===== src/logic/rtpp_params.svh =====
// Constants of the real-time telemetry payload packer
`ifndef RTPP_PARAMS_SVH
`define RTPP_PARAMS_SVH

////////////////////////////////////////////////////////////////////////////
// Payload sizes
`define RTPP_PAYLOAD_BYTES 58
`define RTPP_RT_BITS 429
`define RTPP_DEBUG_MAX_BITS 464
`define RTPP_FIELD_W 12

////////////////////////////////////////////////////////////////////////////
// Field offsets
`define RTPP_OFS_CELL_V0 0
`define RTPP_OFS_CELL_V1 12
`define RTPP_OFS_CELL_V2 24
`define RTPP_OFS_CELL_T0 36
`define RTPP_OFS_CELL_T1 48
`define RTPP_OFS_CELL_T2 60
`define RTPP_OFS_CELL_I 72
`define RTPP_OFS_BOARD_T 84
`define RTPP_OFS_PANEL_V 96
`define RTPP_OFS_PANEL_T 168
`define RTPP_OFS_SUPPLY_T 240
`define RTPP_OFS_SPIN 252
`define RTPP_OFS_AMP_I 264
`define RTPP_OFS_TX_T 276
`define RTPP_OFS_RX_T 288
`define RTPP_OFS_RX_LEVEL 300
`define RTPP_OFS_PROC_T 312
`define RTPP_OFS_ANG_VEL 324
`define RTPP_OFS_EXP4_T 360
`define RTPP_OFS_SUPPLY_I 372
`define RTPP_OFS_DIAG 384
`define RTPP_OFS_EXP_FAIL 416
`define RTPP_OFS_BUS_FAIL 420
`define RTPP_OFS_GND_RESETS 423
`define RTPP_OFS_ANTENNA 427

////////////////////////////////////////////////////////////////////////////
// Register map, byte addresses
`define RTPP_REG_CTRL 8'h00
`define RTPP_REG_STATUS 8'h04
`define RTPP_REG_FRAMES 8'h08
`define RTPP_REG_GND_RESETS 8'h0C

// Control fields
`define RTPP_CTRL_GO_BIT 0
`define RTPP_CTRL_TYPE_LSB 1
`define RTPP_CTRL_AUTO_BIT 3
`define RTPP_CTRL_RESET 4'h2

// Status fields
`define RTPP_ST_BUSY_BIT 0
`define RTPP_ST_INHIBIT_BIT 1
`define RTPP_ST_BADTYPE_BIT 2
`define RTPP_ST_DROP_BIT 3
`define RTPP_ST_FLIGHT_BIT 4

`endif


===== src/logic/rtpp_pkg.sv =====
// Types of the real-time telemetry payload packer
package rtpp_pkg;

	typedef enum logic [1:0] {
		RTPP_TYPE_DEBUG = 2'b00,
		RTPP_TYPE_REALTIME = 2'b01,
		RTPP_TYPE_MAXIMA = 2'b10,
		RTPP_TYPE_MINIMA = 2'b11
	} rtpp_ptype_type;

	typedef enum logic [0:0] {
		RTPP_IDLE = 1'b0,
		RTPP_SEND = 1'b1
	} rtpp_state_type;

	// Panel and axis arrays are indexed +X,-X,+Y,-Y,+Z,-Z and X,Y,Z
	typedef struct packed {
		logic [2:0][11:0] cell_pair_voltage;
		logic [2:0][11:0] cell_pair_temp;
		logic [11:0] total_cell_current;
		logic [11:0] cell_board_temp;
		logic [5:0][11:0] panel_voltage;
		logic [5:0][11:0] panel_temp;
		logic [11:0] power_supply_card_temp;
		logic [11:0] rotation_rate;
		logic [11:0] transmit_amplifier_current;
		logic [11:0] transmitter_card_temp;
		logic [11:0] receiver_card_temp;
		logic [11:0] rx_signal_strength;
		logic [11:0] housekeeping_processor_temp;
		logic [2:0][11:0] angular_velocity;
		logic [11:0] fourth_experiment_temp;
		logic [11:0] power_supply_card_current;
		logic [31:0] housekeeping_processor_diag;
		logic [3:0] experiment_fail;
		logic [2:0] bus_fail;
		logic receive_antenna;
		logic transmit_antenna;
	} rtpp_sample_type;

	typedef struct packed {
		logic valid;
		logic data;
		logic first;
		logic last;
	} rtpp_bit_type;

endpackage


===== src/logic/rtpp_packer.sv =====
// Real-time telemetry payload packer and bit serialiser
`include "rtpp_params.svh"

module rtpp_packer
	import rtpp_pkg::*;
#(
	parameter int PAYLOAD_BYTES = `RTPP_PAYLOAD_BYTES
) (
	// Clock and reset
	input wire logic ref_clk,
	input wire logic rst_n,
	// Register port
	input wire logic [7:0] reg_addr,
	input wire logic [31:0] reg_wdata,
	input wire logic reg_wr,
	input wire logic reg_rd,
	output logic [31:0] reg_rdata_ff,
	// Sampled telemetry from housekeeping logic
	input wire rtpp_sample_type sample_in,
	input wire logic sample_valid,
	// Ground-test data, from housekeeping logic
	input wire logic [PAYLOAD_BYTES*8-1:0] debug_payload,
	// Flight configuration strap, asynchronous pin
	input wire logic flight_cfg,
	// Serial payload toward the link layer
	output rtpp_bit_type payload_bit_ff,
	output rtpp_ptype_type payload_type_ff,
	input wire logic payload_ready
);

	timeunit 1ns;
	timeprecision 1ps;

	localparam int FRAME_BITS = PAYLOAD_BYTES * 8;
	localparam int IDX_W = $clog2(FRAME_BITS);
	localparam logic [IDX_W-1:0] LAST_IDX = IDX_W'(FRAME_BITS - 1);

	// Elaboration guards: every real-time field must fit in the frame,
	// and the debug path is capped at its maximum length
	if (FRAME_BITS < `RTPP_RT_BITS) begin
		$error("Payload too short for the real-time fields");
	end
	if (FRAME_BITS > `RTPP_DEBUG_MAX_BITS) begin
		$error("Payload longer than the debug maximum");
	end

////////////////////////////////////////////////////////////////////////////
// Reset release and strap synchroniser

	logic rst_meta_ff;
	logic rst_sync_ff;
	logic flight_meta_ff;
	logic flight_ff;

	always_ff @(posedge ref_clk or negedge rst_n) begin
		if (!rst_n) begin
			rst_meta_ff <= 1'b0;
			rst_sync_ff <= 1'b0;
		end else begin
			rst_meta_ff <= 1'b1;
			rst_sync_ff <= rst_meta_ff;
		end
	end

	// Reset value is flight: a debug frame must never slip out early
	always_ff @(posedge ref_clk or negedge rst_sync_ff) begin
		if (!rst_sync_ff) begin
			flight_meta_ff <= 1'b1;
			flight_ff <= 1'b1;
		end else begin
			flight_meta_ff <= flight_cfg;
			flight_ff <= flight_meta_ff;
		end
	end

////////////////////////////////////////////////////////////////////////////
// Payload layout

	// Vector bit k is payload bit offset k; field LSB sits at its offset
	function automatic logic [FRAME_BITS-1:0] pack_realtime(
		input rtpp_sample_type s,
		input logic [3:0] gnd_resets
	);
		logic [FRAME_BITS-1:0] v;
		v = '0;
		for (int i = 0; i < 3; i++) begin
			v[`RTPP_OFS_CELL_V0 + i*`RTPP_FIELD_W +: 12] =
				s.cell_pair_voltage[i];
			v[`RTPP_OFS_CELL_T0 + i*`RTPP_FIELD_W +: 12] =
				s.cell_pair_temp[i];
			v[`RTPP_OFS_ANG_VEL + i*`RTPP_FIELD_W +: 12] =
				s.angular_velocity[i];
		end
		v[`RTPP_OFS_CELL_I +: 12] = s.total_cell_current;
		v[`RTPP_OFS_BOARD_T +: 12] = s.cell_board_temp;
		for (int i = 0; i < 6; i++) begin
			v[`RTPP_OFS_PANEL_V + i*`RTPP_FIELD_W +: 12] =
				s.panel_voltage[i];
			v[`RTPP_OFS_PANEL_T + i*`RTPP_FIELD_W +: 12] =
				s.panel_temp[i];
		end
		v[`RTPP_OFS_SUPPLY_T +: 12] = s.power_supply_card_temp;
		v[`RTPP_OFS_SPIN +: 12] = s.rotation_rate;
		v[`RTPP_OFS_AMP_I +: 12] = s.transmit_amplifier_current;
		v[`RTPP_OFS_TX_T +: 12] = s.transmitter_card_temp;
		v[`RTPP_OFS_RX_T +: 12] = s.receiver_card_temp;
		v[`RTPP_OFS_RX_LEVEL +: 12] = s.rx_signal_strength;
		v[`RTPP_OFS_PROC_T +: 12] = s.housekeeping_processor_temp;
		v[`RTPP_OFS_EXP4_T +: 12] = s.fourth_experiment_temp;
		v[`RTPP_OFS_SUPPLY_I +: 12] =
			s.power_supply_card_current;
		v[`RTPP_OFS_DIAG +: 32] = s.housekeeping_processor_diag;
		v[`RTPP_OFS_EXP_FAIL +: 4] = s.experiment_fail;
		v[`RTPP_OFS_BUS_FAIL +: 3] = s.bus_fail;
		v[`RTPP_OFS_GND_RESETS +: 4] = gnd_resets;
		v[`RTPP_OFS_ANTENNA] = s.receive_antenna;
		v[`RTPP_OFS_ANTENNA + 1] = s.transmit_antenna;
		// Fields end at bit 428; everything from 429 up stays zero
		return v;
	endfunction

	// Serial index to vector bit: bytes low first, bits high first
	function automatic logic [IDX_W-1:0] bit_pos(input logic [IDX_W-1:0] idx);
		return {idx[IDX_W-1:3], ~idx[2:0]};
	endfunction

////////////////////////////////////////////////////////////////////////////
// Software registers

	logic ctrl_wr;
	logic status_wr;
	logic gnd_wr;
	logic go_req;
	logic auto_en_ff;
	rtpp_ptype_type type_sel_ff;
	rtpp_ptype_type wr_type;
	rtpp_ptype_type eff_type;
	logic [3:0] gnd_resets_ff;

	// Register select, shared by every write decode
	function automatic logic reg_hit(
		input logic [7:0] addr,
		input logic [7:0] ofs
	);
		return addr == ofs;
	endfunction

	assign ctrl_wr = reg_wr && reg_hit(reg_addr, `RTPP_REG_CTRL);
	assign status_wr = reg_wr && reg_hit(reg_addr, `RTPP_REG_STATUS);
	assign gnd_wr = reg_wr && reg_hit(reg_addr, `RTPP_REG_GND_RESETS);
	assign go_req = ctrl_wr && reg_wdata[`RTPP_CTRL_GO_BIT];
	assign wr_type =
		rtpp_ptype_type'(reg_wdata[`RTPP_CTRL_TYPE_LSB +: 2]);
	// A go written together with a type starts a frame of that type
	assign eff_type = ctrl_wr ? wr_type : type_sel_ff;

	always_ff @(posedge ref_clk or negedge rst_sync_ff) begin
		if (!rst_sync_ff) begin
			type_sel_ff <=
				rtpp_ptype_type'(2'(`RTPP_CTRL_RESET >> 1));
		end else if (ctrl_wr) begin
			type_sel_ff <= wr_type;
		end
	end

	always_ff @(posedge ref_clk or negedge rst_sync_ff) begin
		if (!rst_sync_ff) begin
			auto_en_ff <= 1'b0;
		end else if (ctrl_wr) begin
			auto_en_ff <= reg_wdata[`RTPP_CTRL_AUTO_BIT];
		end
	end

	always_ff @(posedge ref_clk or negedge rst_sync_ff) begin
		if (!rst_sync_ff) begin
			gnd_resets_ff <= 4'h0;
		end else if (gnd_wr) begin
			gnd_resets_ff <= reg_wdata[3:0];
		end
	end

////////////////////////////////////////////////////////////////////////////
// Sample hold and start decision

	rtpp_sample_type sample_ff;
	rtpp_sample_type sample_src;
	rtpp_state_type state_ff;
	logic start_req;
	logic start_ok;
	logic start_inhibit;
	logic start_badtype;
	logic start_drop;

	always_ff @(posedge ref_clk or negedge rst_sync_ff) begin
		if (!rst_sync_ff)
			sample_ff <= '0;
		else if (sample_valid)
			sample_ff <= sample_in;
	end

	// A sample arriving with the start is used at once
	assign sample_src = sample_valid ? sample_in : sample_ff;
	assign start_req = go_req || (auto_en_ff && sample_valid);
	assign start_drop = start_req && (state_ff == RTPP_SEND);
	assign start_inhibit = start_req && (state_ff == RTPP_IDLE) &&
		(eff_type == RTPP_TYPE_DEBUG) && flight_ff;
	assign start_badtype = start_req && (state_ff == RTPP_IDLE) &&
		(eff_type != RTPP_TYPE_DEBUG) &&
		(eff_type != RTPP_TYPE_REALTIME);
	assign start_ok = start_req && (state_ff == RTPP_IDLE) &&
		!start_inhibit && !start_badtype;

////////////////////////////////////////////////////////////////////////////
// Serialiser

	logic [FRAME_BITS-1:0] frame_ff;
	logic [FRAME_BITS-1:0] nxt_frame;
	logic [IDX_W-1:0] idx_ff;
	logic [IDX_W-1:0] nxt_idx;
	logic bit_taken;

	logic send_step;
	logic send_done;

	assign nxt_frame = (eff_type == RTPP_TYPE_DEBUG) ? debug_payload :
		pack_realtime(sample_src, gnd_resets_ff);
	assign bit_taken = payload_bit_ff.valid && payload_ready;
	assign nxt_idx = idx_ff + 1'b1;
	// The link layer takes a bit; taking the final one closes the frame
	assign send_step = (state_ff == RTPP_SEND) && bit_taken &&
		(idx_ff != LAST_IDX);
	assign send_done = (state_ff == RTPP_SEND) && bit_taken &&
		(idx_ff == LAST_IDX);

	always_ff @(posedge ref_clk or negedge rst_sync_ff) begin
		if (!rst_sync_ff) begin
			state_ff <= RTPP_IDLE;
		end else begin
			unique case (state_ff)
				RTPP_IDLE: begin
					if (start_ok) begin
						state_ff <= RTPP_SEND;
					end
				end
				RTPP_SEND: begin
					if (send_done) begin
						state_ff <= RTPP_IDLE;
					end
				end
			endcase
		end
	end

	// Image taken once at the start so later samples cannot tear it
	always_ff @(posedge ref_clk or negedge rst_sync_ff) begin
		if (!rst_sync_ff) begin
			frame_ff <= '0;
		end else if (start_ok) begin
			frame_ff <= nxt_frame;
		end
	end

	always_ff @(posedge ref_clk or negedge rst_sync_ff) begin
		if (!rst_sync_ff) begin
			idx_ff <= '0;
		end else if (start_ok) begin
			idx_ff <= '0;
		end else if (send_step) begin
			idx_ff <= nxt_idx;
		end
	end

	// A bit stands until taken; valid drops the cycle after the last one
	always_ff @(posedge ref_clk or negedge rst_sync_ff) begin
		if (!rst_sync_ff) begin
			payload_bit_ff <= '0;
		end else if (start_ok) begin
			payload_bit_ff.valid <= 1'b1;
			payload_bit_ff.first <= 1'b1;
			payload_bit_ff.last <= 1'b0;
			payload_bit_ff.data <= nxt_frame[bit_pos('0)];
		end else if (send_step) begin
			payload_bit_ff.first <= 1'b0;
			payload_bit_ff.last <= (nxt_idx == LAST_IDX);
			payload_bit_ff.data <= frame_ff[bit_pos(nxt_idx)];
		end else if (send_done) begin
			payload_bit_ff <= '0;
		end
	end

	always_ff @(posedge ref_clk or negedge rst_sync_ff) begin
		if (!rst_sync_ff) begin
			payload_type_ff <= RTPP_TYPE_REALTIME;
		end else if (start_ok) begin
			payload_type_ff <= eff_type;
		end
	end

////////////////////////////////////////////////////////////////////////////
// Status flags and frame counter

	logic inhibit_ff;
	logic badtype_ff;
	logic drop_ff;
	logic [15:0] frames_ff;

	// Set wins over a write-one clear in the same cycle
	always_ff @(posedge ref_clk or negedge rst_sync_ff) begin
		if (!rst_sync_ff) begin
			inhibit_ff <= 1'b0;
		end else begin
			inhibit_ff <= start_inhibit || (inhibit_ff &&
				!(status_wr && reg_wdata[`RTPP_ST_INHIBIT_BIT]));
		end
	end

	always_ff @(posedge ref_clk or negedge rst_sync_ff) begin
		if (!rst_sync_ff) begin
			badtype_ff <= 1'b0;
		end else begin
			badtype_ff <= start_badtype || (badtype_ff &&
				!(status_wr && reg_wdata[`RTPP_ST_BADTYPE_BIT]));
		end
	end

	always_ff @(posedge ref_clk or negedge rst_sync_ff) begin
		if (!rst_sync_ff) begin
			drop_ff <= 1'b0;
		end else begin
			drop_ff <= start_drop || (drop_ff &&
				!(status_wr && reg_wdata[`RTPP_ST_DROP_BIT]));
		end
	end

	always_ff @(posedge ref_clk or negedge rst_sync_ff) begin
		if (!rst_sync_ff)
			frames_ff <= 16'h0000;
		else if (bit_taken && payload_bit_ff.last)
			frames_ff <= frames_ff + 16'h0001;
	end

////////////////////////////////////////////////////////////////////////////
// Read port

	logic [31:0] status_word;

	always_comb begin
		status_word = 32'h0000_0000;
		status_word[`RTPP_ST_BUSY_BIT] = (state_ff == RTPP_SEND);
		status_word[`RTPP_ST_INHIBIT_BIT] = inhibit_ff;
		status_word[`RTPP_ST_BADTYPE_BIT] = badtype_ff;
		status_word[`RTPP_ST_DROP_BIT] = drop_ff;
		status_word[`RTPP_ST_FLIGHT_BIT] = flight_ff;
	end

	// Data stand only in the cycle after the strobe; unmapped read zero
	always_ff @(posedge ref_clk or negedge rst_sync_ff) begin
		if (!rst_sync_ff) begin
			reg_rdata_ff <= 32'h0000_0000;
		end else if (reg_rd) begin
			unique case (reg_addr)
				`RTPP_REG_CTRL: reg_rdata_ff <= {28'h000_0000, auto_en_ff,
					type_sel_ff, 1'b0};
				`RTPP_REG_STATUS: reg_rdata_ff <= status_word;
				`RTPP_REG_FRAMES: reg_rdata_ff <= {16'h0000, frames_ff};
				`RTPP_REG_GND_RESETS: reg_rdata_ff <= {28'h000_0000,
					gnd_resets_ff};
				default: reg_rdata_ff <= 32'h0000_0000;
			endcase
		end else begin
			reg_rdata_ff <= 32'h0000_0000;
		end
	end

endmodule


===== config.mk =====
export PLATFORM = sky130hd
export DESIGN_NAME = rtpp_packer
export DESIGN_NICKNAME = d
export VERILOG_FILES = /design/src/logic/rtpp_pkg.sv /design/src/logic/rtpp_packer.sv
export VERILOG_INCLUDE_DIRS = /design/src /design/src/logic
export SDC_FILE = /design/constraint.sdc
export NUM_CORES = 2
export LEC_CHECK = 0
export BUFFER_PORTS_ARGS = -buffer_cell sky130_fd_sc_hd__buf_2
export CORE_MARGIN = 2
export CORE_UTILIZATION = 25
export DETAILED_ROUTE_END_ITERATION = 8
export SKIP_CTS_REPAIR_TIMING = 1
export SLEW_MARGIN = 20
export SYNTH_ARGS = -nofsm -noshare
export SYNTH_HDL_FRONTEND = slang
export SYNTH_SLANG_ARGS = --single-unit

===== constraint.sdc =====
create_clock -name ref_clk -period 28.4 [get_ports ref_clk]
set_clock_uncertainty 0.1 [all_clocks]
set_input_delay 4.26 -clock ref_clk [delete_from_list [all_inputs] [get_ports ref_clk]]
set_output_delay 4.26 -clock ref_clk [all_outputs]
set_load 0.02 [all_outputs]

After elaboration in Yosys (flattened, before gate mapping) --
Index checks and enable logic that the tools add are counted.
Cells by class: add/sub/neg operators 2, equality and inequality tests 8, bitwise logic cells 2, magnitude comparators 1, mux-type cells 16, reduce and logical (&&, ||, !) cells 40
Operators with widths (count):
- $mux 464 | 1
- $mux 425 | 1
- $pmux 16 s4 | 1
- $logic_and 1x1->1 | 24
- $eq 9x9->1 const B | 2
- $mux 9 | 2
- $add 16x1->16 const B | 1
- $eq 8x4->1 const B | 2
- $mux 16 | 1
- $lt 9x10->1 const B | 1
- $add 9x1->9 const B | 1
- $bmux 1 s9 | 1
- $ne 9x9->1 const B | 1
- $eq 8x3->1 const B | 1
- $logic_not 8->1 | 1
- $mux 4 | 2
- $reduce_bool 2->1 | 3
- $logic_not 1->1 | 5
- $logic_or 1x1->1 | 4
- $mux 1 | 4
- $mux 3 | 1
- $not 3->3 | 1
- $reduce_bool 3->1 | 1
- $logic_not 2->1 | 1
- other kinds (6) | 6
Storage, ports and cells: output and inout bits 38, register bits after elaboration 951, bits of input ports 936, logic and storage cells 126

Longest topological paths before layout --
depth after elaboration 12, gate-level depth with buffers 17, depth with buffers taken out 10

Worst setup path before layout --
No wires, ideal clock.
path type input port to flip-flop, start point input port reg_addr[2], end point register frame_ff[293], path buffers 5, setup slack 22.196 ns, cell stages on the path 11, arrival time 5.969 ns, cell sequence buf_2 > nor2_1 > nand4_4 > nor4b_2 > o2bb2ai_1 > buf_4 > buf_6 > buf_4 > buf_2 > nand2_1 > o21ai_0
On the way: word-level cells in the longest chain between the ends 10, elaborated cells on any way between the ends 18
Ends and longest elaborated chain:
- from (decl) | RTL line rtpp_packer.sv:13 | input wire logic [7:0] reg_addr,
- $logic_not 8->1 * | RTL line rtpp_packer.sv:145 | return addr == ofs;
- $logic_and 1x1->1 * | RTL line rtpp_packer.sv:148 | assign ctrl_wr = reg_wr && reg_hit(reg_addr, `RTPP_REG_CTRL);
- $logic_and 1x1->1 | RTL line rtpp_packer.sv:151 | assign go_req = ctrl_wr && reg_wdata[`RTPP_CTRL_GO_BIT];
- $logic_or 1x1->1 | RTL line rtpp_packer.sv:203 | assign start_req = go_req || (auto_en_ff && sample_valid);
- $logic_and 1x1->1 | RTL line rtpp_packer.sv:205, rtpp_packer.sv:207, rtpp_packer.sv:210
- $logic_and 1x1->1 | RTL line rtpp_packer.sv:205 | assign start_inhibit = start_req && (state_ff == RTPP_IDLE) &&
- $logic_and 1x1->1 | RTL line rtpp_packer.sv:206 | (eff_type == RTPP_TYPE_DEBUG) && flight_ff;
- $logic_not 1->1 | RTL line rtpp_packer.sv:211 | !start_inhibit && !start_badtype;
- $logic_and 1x1->1 | RTL line rtpp_packer.sv:210 | assign start_ok = start_req && (state_ff == RTPP_IDLE) &&
- $logic_and 1x1->1 | RTL line rtpp_packer.sv:211
- to (signal assigned) | RTL line rtpp_packer.sv:259 | frame_ff <= nxt_frame;
- to (decl) | RTL line rtpp_packer.sv:216 | logic [FRAME_BITS-1:0] frame_ff;
Mark *: on every way between the ends. The rest lies on a longest branch, timed or not. A chain may end at the register's enable or synchronous reset.

Final worst setup path --
start point input port reg_addr[7], end point register frame_ff[195]
Same word-level chain as after synthesis.

==> impl_metrics.toml <==
[status]
status = "complete, no violations"

[route]
drt_wl_total_microns = 148000
vias = 30600
first_pass_iters = 7
drcViolationCount = 0
viasPerCell = 4.48
initialDrtViolationCount = 1962
ant_nets = 0
avgRoutedWirePerCell_microns = 21.6

[floorplanning]
die_w_microns = 421
rows = 153
die_h_microns = 421
initial_core_util_pct = 25.1
io_pins = 974
die_area_sq_um = 177000
core_area_sq_um = 173000

[timing]
worstMarginPinSlew_ns = 1.12
fmax_mhz = 109
slew_violations = 0
hold_viol_final = 0
fin_crit_ns = 9.17
rsz0062_at_grt = "false"
setup-violations-final = 0
fin_setup_tns_ns = 0
whs_ns = 0.250
period_share_pct = 32.3
slew_headroom_pct = 25.4

[critical_path]
crit_fanout = 252
worstPathArrival_ns = 9.65
cpPeakStageDelay_ns = 0.76
cp_slowest_cell = "buf_4"
cp_common_cell = "buf_4"
crit_chain = "buf_2, nor4_4, nand4_4, mux2i_1, o2bb2ai_4, buf_12, buf_4, buf_4, buf_4, buf_4, o21ai_0"
r2r_slack_ns = 23.05
required_ns = 28.88
end_kind = "register"
start_kind = "input pin"
path_class = "in -> reg"

[finish]
layout.cells.non_filler = 6828
syn2layout_area_growth_pct = 24.4
final_layout_size_suffix_gt1_share_pct = 38.4
n_fill_cell = 17800
fin_util_pct = 31.2
num-nets-final = 5310

[clock_tree]
cts_sinks = 951
cts_buffers = 109
root_buffer = "clkbuf_16"
insertion_delay_ns = 0.76
path_clk_slew_ns = 0.06
cts_tree = "built"
cts_buffer_depth = 3
cts_max_level = 3

[worst_hold_path]
worstHoldPathType = "reg -> reg"

[grt]
antenna_found_initial = 75
overflow = 0
grt_pass1_vias = 32200
track_usage_pct = 16.3
grt_pass1_wl_microns = 214000
grt_max_degree = 253

[logic_synthesis]
synth_seq_cells = 951
synth_cell_types = 66
syn_inst = 3530
yosysSeqAreaShare_pct = 54.7
netlist_area_sq_um = 43500
async_reset_ff_share_pct = 100
yosys_warnings = 0
synth_flop_cell = "dfrtp_1"
syn_area_per_cell_sq_um = 12.3
synth-edff-count = 0

[placement]
port_buffers = 929
dp.cells = 6584
place.gp.congestion = 0.901
dp_hpwl_microns = 109000

[job]
cap_viol_max_count = 0

[power]
ir_drop_uv = 50.4
power_leakage_nw = 23.9
fin_total_pwr_mw = 3.79
power.density_nw_per_um2 = 70.1
-- logic make-up (layout without fill, tap and decap cells) --
family                   Yosys count  in the layout  share of synthesized area, %
multiplexers                    1000           1000                          27.8
XOR/XNOR                          26             26                         0.584
AND/OR/NAND/NOR                  734            734                          6.99
AO/OA/AOI/OAI                    537            537                          6.53
adder cells (fa/ha/maj)            3              3                        0.0863
other                              2             59                        0.0173
flip-flops                       951            951                          54.7
buffers and inverters            277           1193                          3.30
-- final timing paths --
kind                       cells past startpoint         from             to
setup / recovery                              11  reg_addr[7]  frame_ff[195]
hold / removal                                 0  rst_meta_ff    rst_sync_ff
setup reg to reg                               9     state_ff  frame_ff[195]
hold reg to reg                                0  rst_meta_ff    rst_sync_ff
max in group asynchronous                      4  rst_sync_ff   frame_ff[49]
min in group asynchronous                      0  rst_sync_ff  frame_ff[299]
-- sequential cells by signal, indices dropped and copies added (netlist names) --
register	cells
auto_en_ff	1
badtype_ff	1
drop_ff	1
flight_ff	1
flight_meta_ff	1
frame_ff	464
frames_ff	16
gnd_resets_ff	4
idx_ff	9
inhibit_ff	1
payload_bit_ff	4
payload_type_ff	2
reg_rdata_ff	16
rst_meta_ff	1
rst_sync_ff	1
sample_ff	425
state_ff	1
type_sel_ff	2
-- routing by layer --
| metal | up-vias | routed length (microns) | GRT usage, % |
|---|---|---|---|
| li1 | 14200 | - | - |
| met1 | 15200 | 59300 | 19.4 |
| met2 | 814 | 75700 | 28.2 |
| met3 | 265 | 7370 | 3.41 |
| met4 | 34 | 5180 | 7.22 |
| met5 | - | 203 | 0 |
-- area by class of cell --
class / instances / area (sq um) / share of cell area, %
Sequential cell: 951 / 23800 / 44.0
Multi-Input combinational cell: 2317 / 18500 / 34.1
Timing Repair Buffer: 985 / 5180 / 9.58
Clock buffer: 160 / 3140 / 5.80
Tap cell: 2325 / 2910 / 5.37
Clock inverter: 41 / 494 / 0.913
Antenna cell: 42 / 105 / 0.194
Inverter: 7 / 26.3 / 0.0485
-- worst max-delay path: cells and delay by family --
family,cells,cell delay [ns]
buffers and inverters,6,3.61
and+or+nand+nor,2,0.58
muxes,1,0.40
AOI/OAI and AO/OA,2,0.38
-- Yosys cell counts (all sizes together), types with 2 or more instances --
cell / instances / area, sq um
a221oi: 3 / 32.5
clkbuf: 112 / 424
o41ai: 2 / 32.5
o22ai: 2 / 12.5
nand3: 43 / 220
nor3: 9 / 45.0
nand4: 9 / 71.3
a21oi: 10 / 50.1
xor2: 8 / 88.8
o221ai: 4 / 35.0
and4: 4 / 37.5
nor4: 10 / 77.6
nand2: 598 / 2250
inv: 7 / 26.3
a311oi: 2 / 17.5
a22oi: 4 / 30.0
ha: 3 / 37.5
dfrtp: 947 / 23700
a2111oi: 3 / 26.3
a211oi: 3 / 22.5
xnor2: 18 / 165
nor2: 21 / 78.8
or2: 2 / 12.5
conb: 2 / 7.51
and3: 14 / 88.8
mux2i: 451 / 4510
buf: 157 / 975
mux2: 433 / 4880
a22o: 2 / 17.5
dfstp: 4 / 105
and2: 15 / 93.8
o21ai: 480 / 2400
nand2b: 2 / 12.5
or3: 3 / 18.8
o31ai: 3 / 22.5
o211a: 2 / 20.0
mux4: 116 / 2710
a31oi: 11 / 68.8
-- metrics by stage --
step	instance area (sq um)	setup WS (ns)
after detailed placement	50400	18.51
after CTS	54000	19.33
final	54100	19.23
after global routing	54100	18.76
after global placement	50400	18.63
after floorplan	43600	12.87
-- power by group --
group	total, mW	switching, mW	internal (mW)	leakage, nW
combinational	0.713	0.385	0.327	10.0
clock	1.44	0.611	0.826	1.74
sequential	1.64	0.0980	1.54	12.1
total	3.79	1.09	2.70	23.9
-- layout by cell type (no fill, tap or decap), drive strengths merged, types with 3 or more instances in the layout --
cell / Yosys / routed
and2: 15 / 15
o31ai: 3 / 3
o221ai: 4 / 4
or3: 3 / 3
xor2: 8 / 8
conb: 2 / 17
clkinv: 0 / 16
nor4: 10 / 10
o21ai: 480 / 480
and3: 14 / 14
a22oi: 4 / 4
a2111oi: 3 / 3
dfstp: 4 / 4
a21oi: 10 / 10
diode: 0 / 42
nand4: 9 / 9
mux2i: 451 / 451
a31oi: 11 / 11
nand3: 43 / 43
nand2: 598 / 598
inv: 7 / 15
nor3: 9 / 9
buf: 157 / 984
ha: 3 / 3
clkinvlp: 0 / 11
mux2: 433 / 433
mux4: 116 / 116
a221oi: 3 / 3
bufinv: 0 / 6
a211oi: 3 / 3
xnor2: 18 / 18
dfrtp: 947 / 947
clkbuf: 112 / 161
nor2: 21 / 21
and4: 4 / 4
Power figures use the tool's default switching activity.
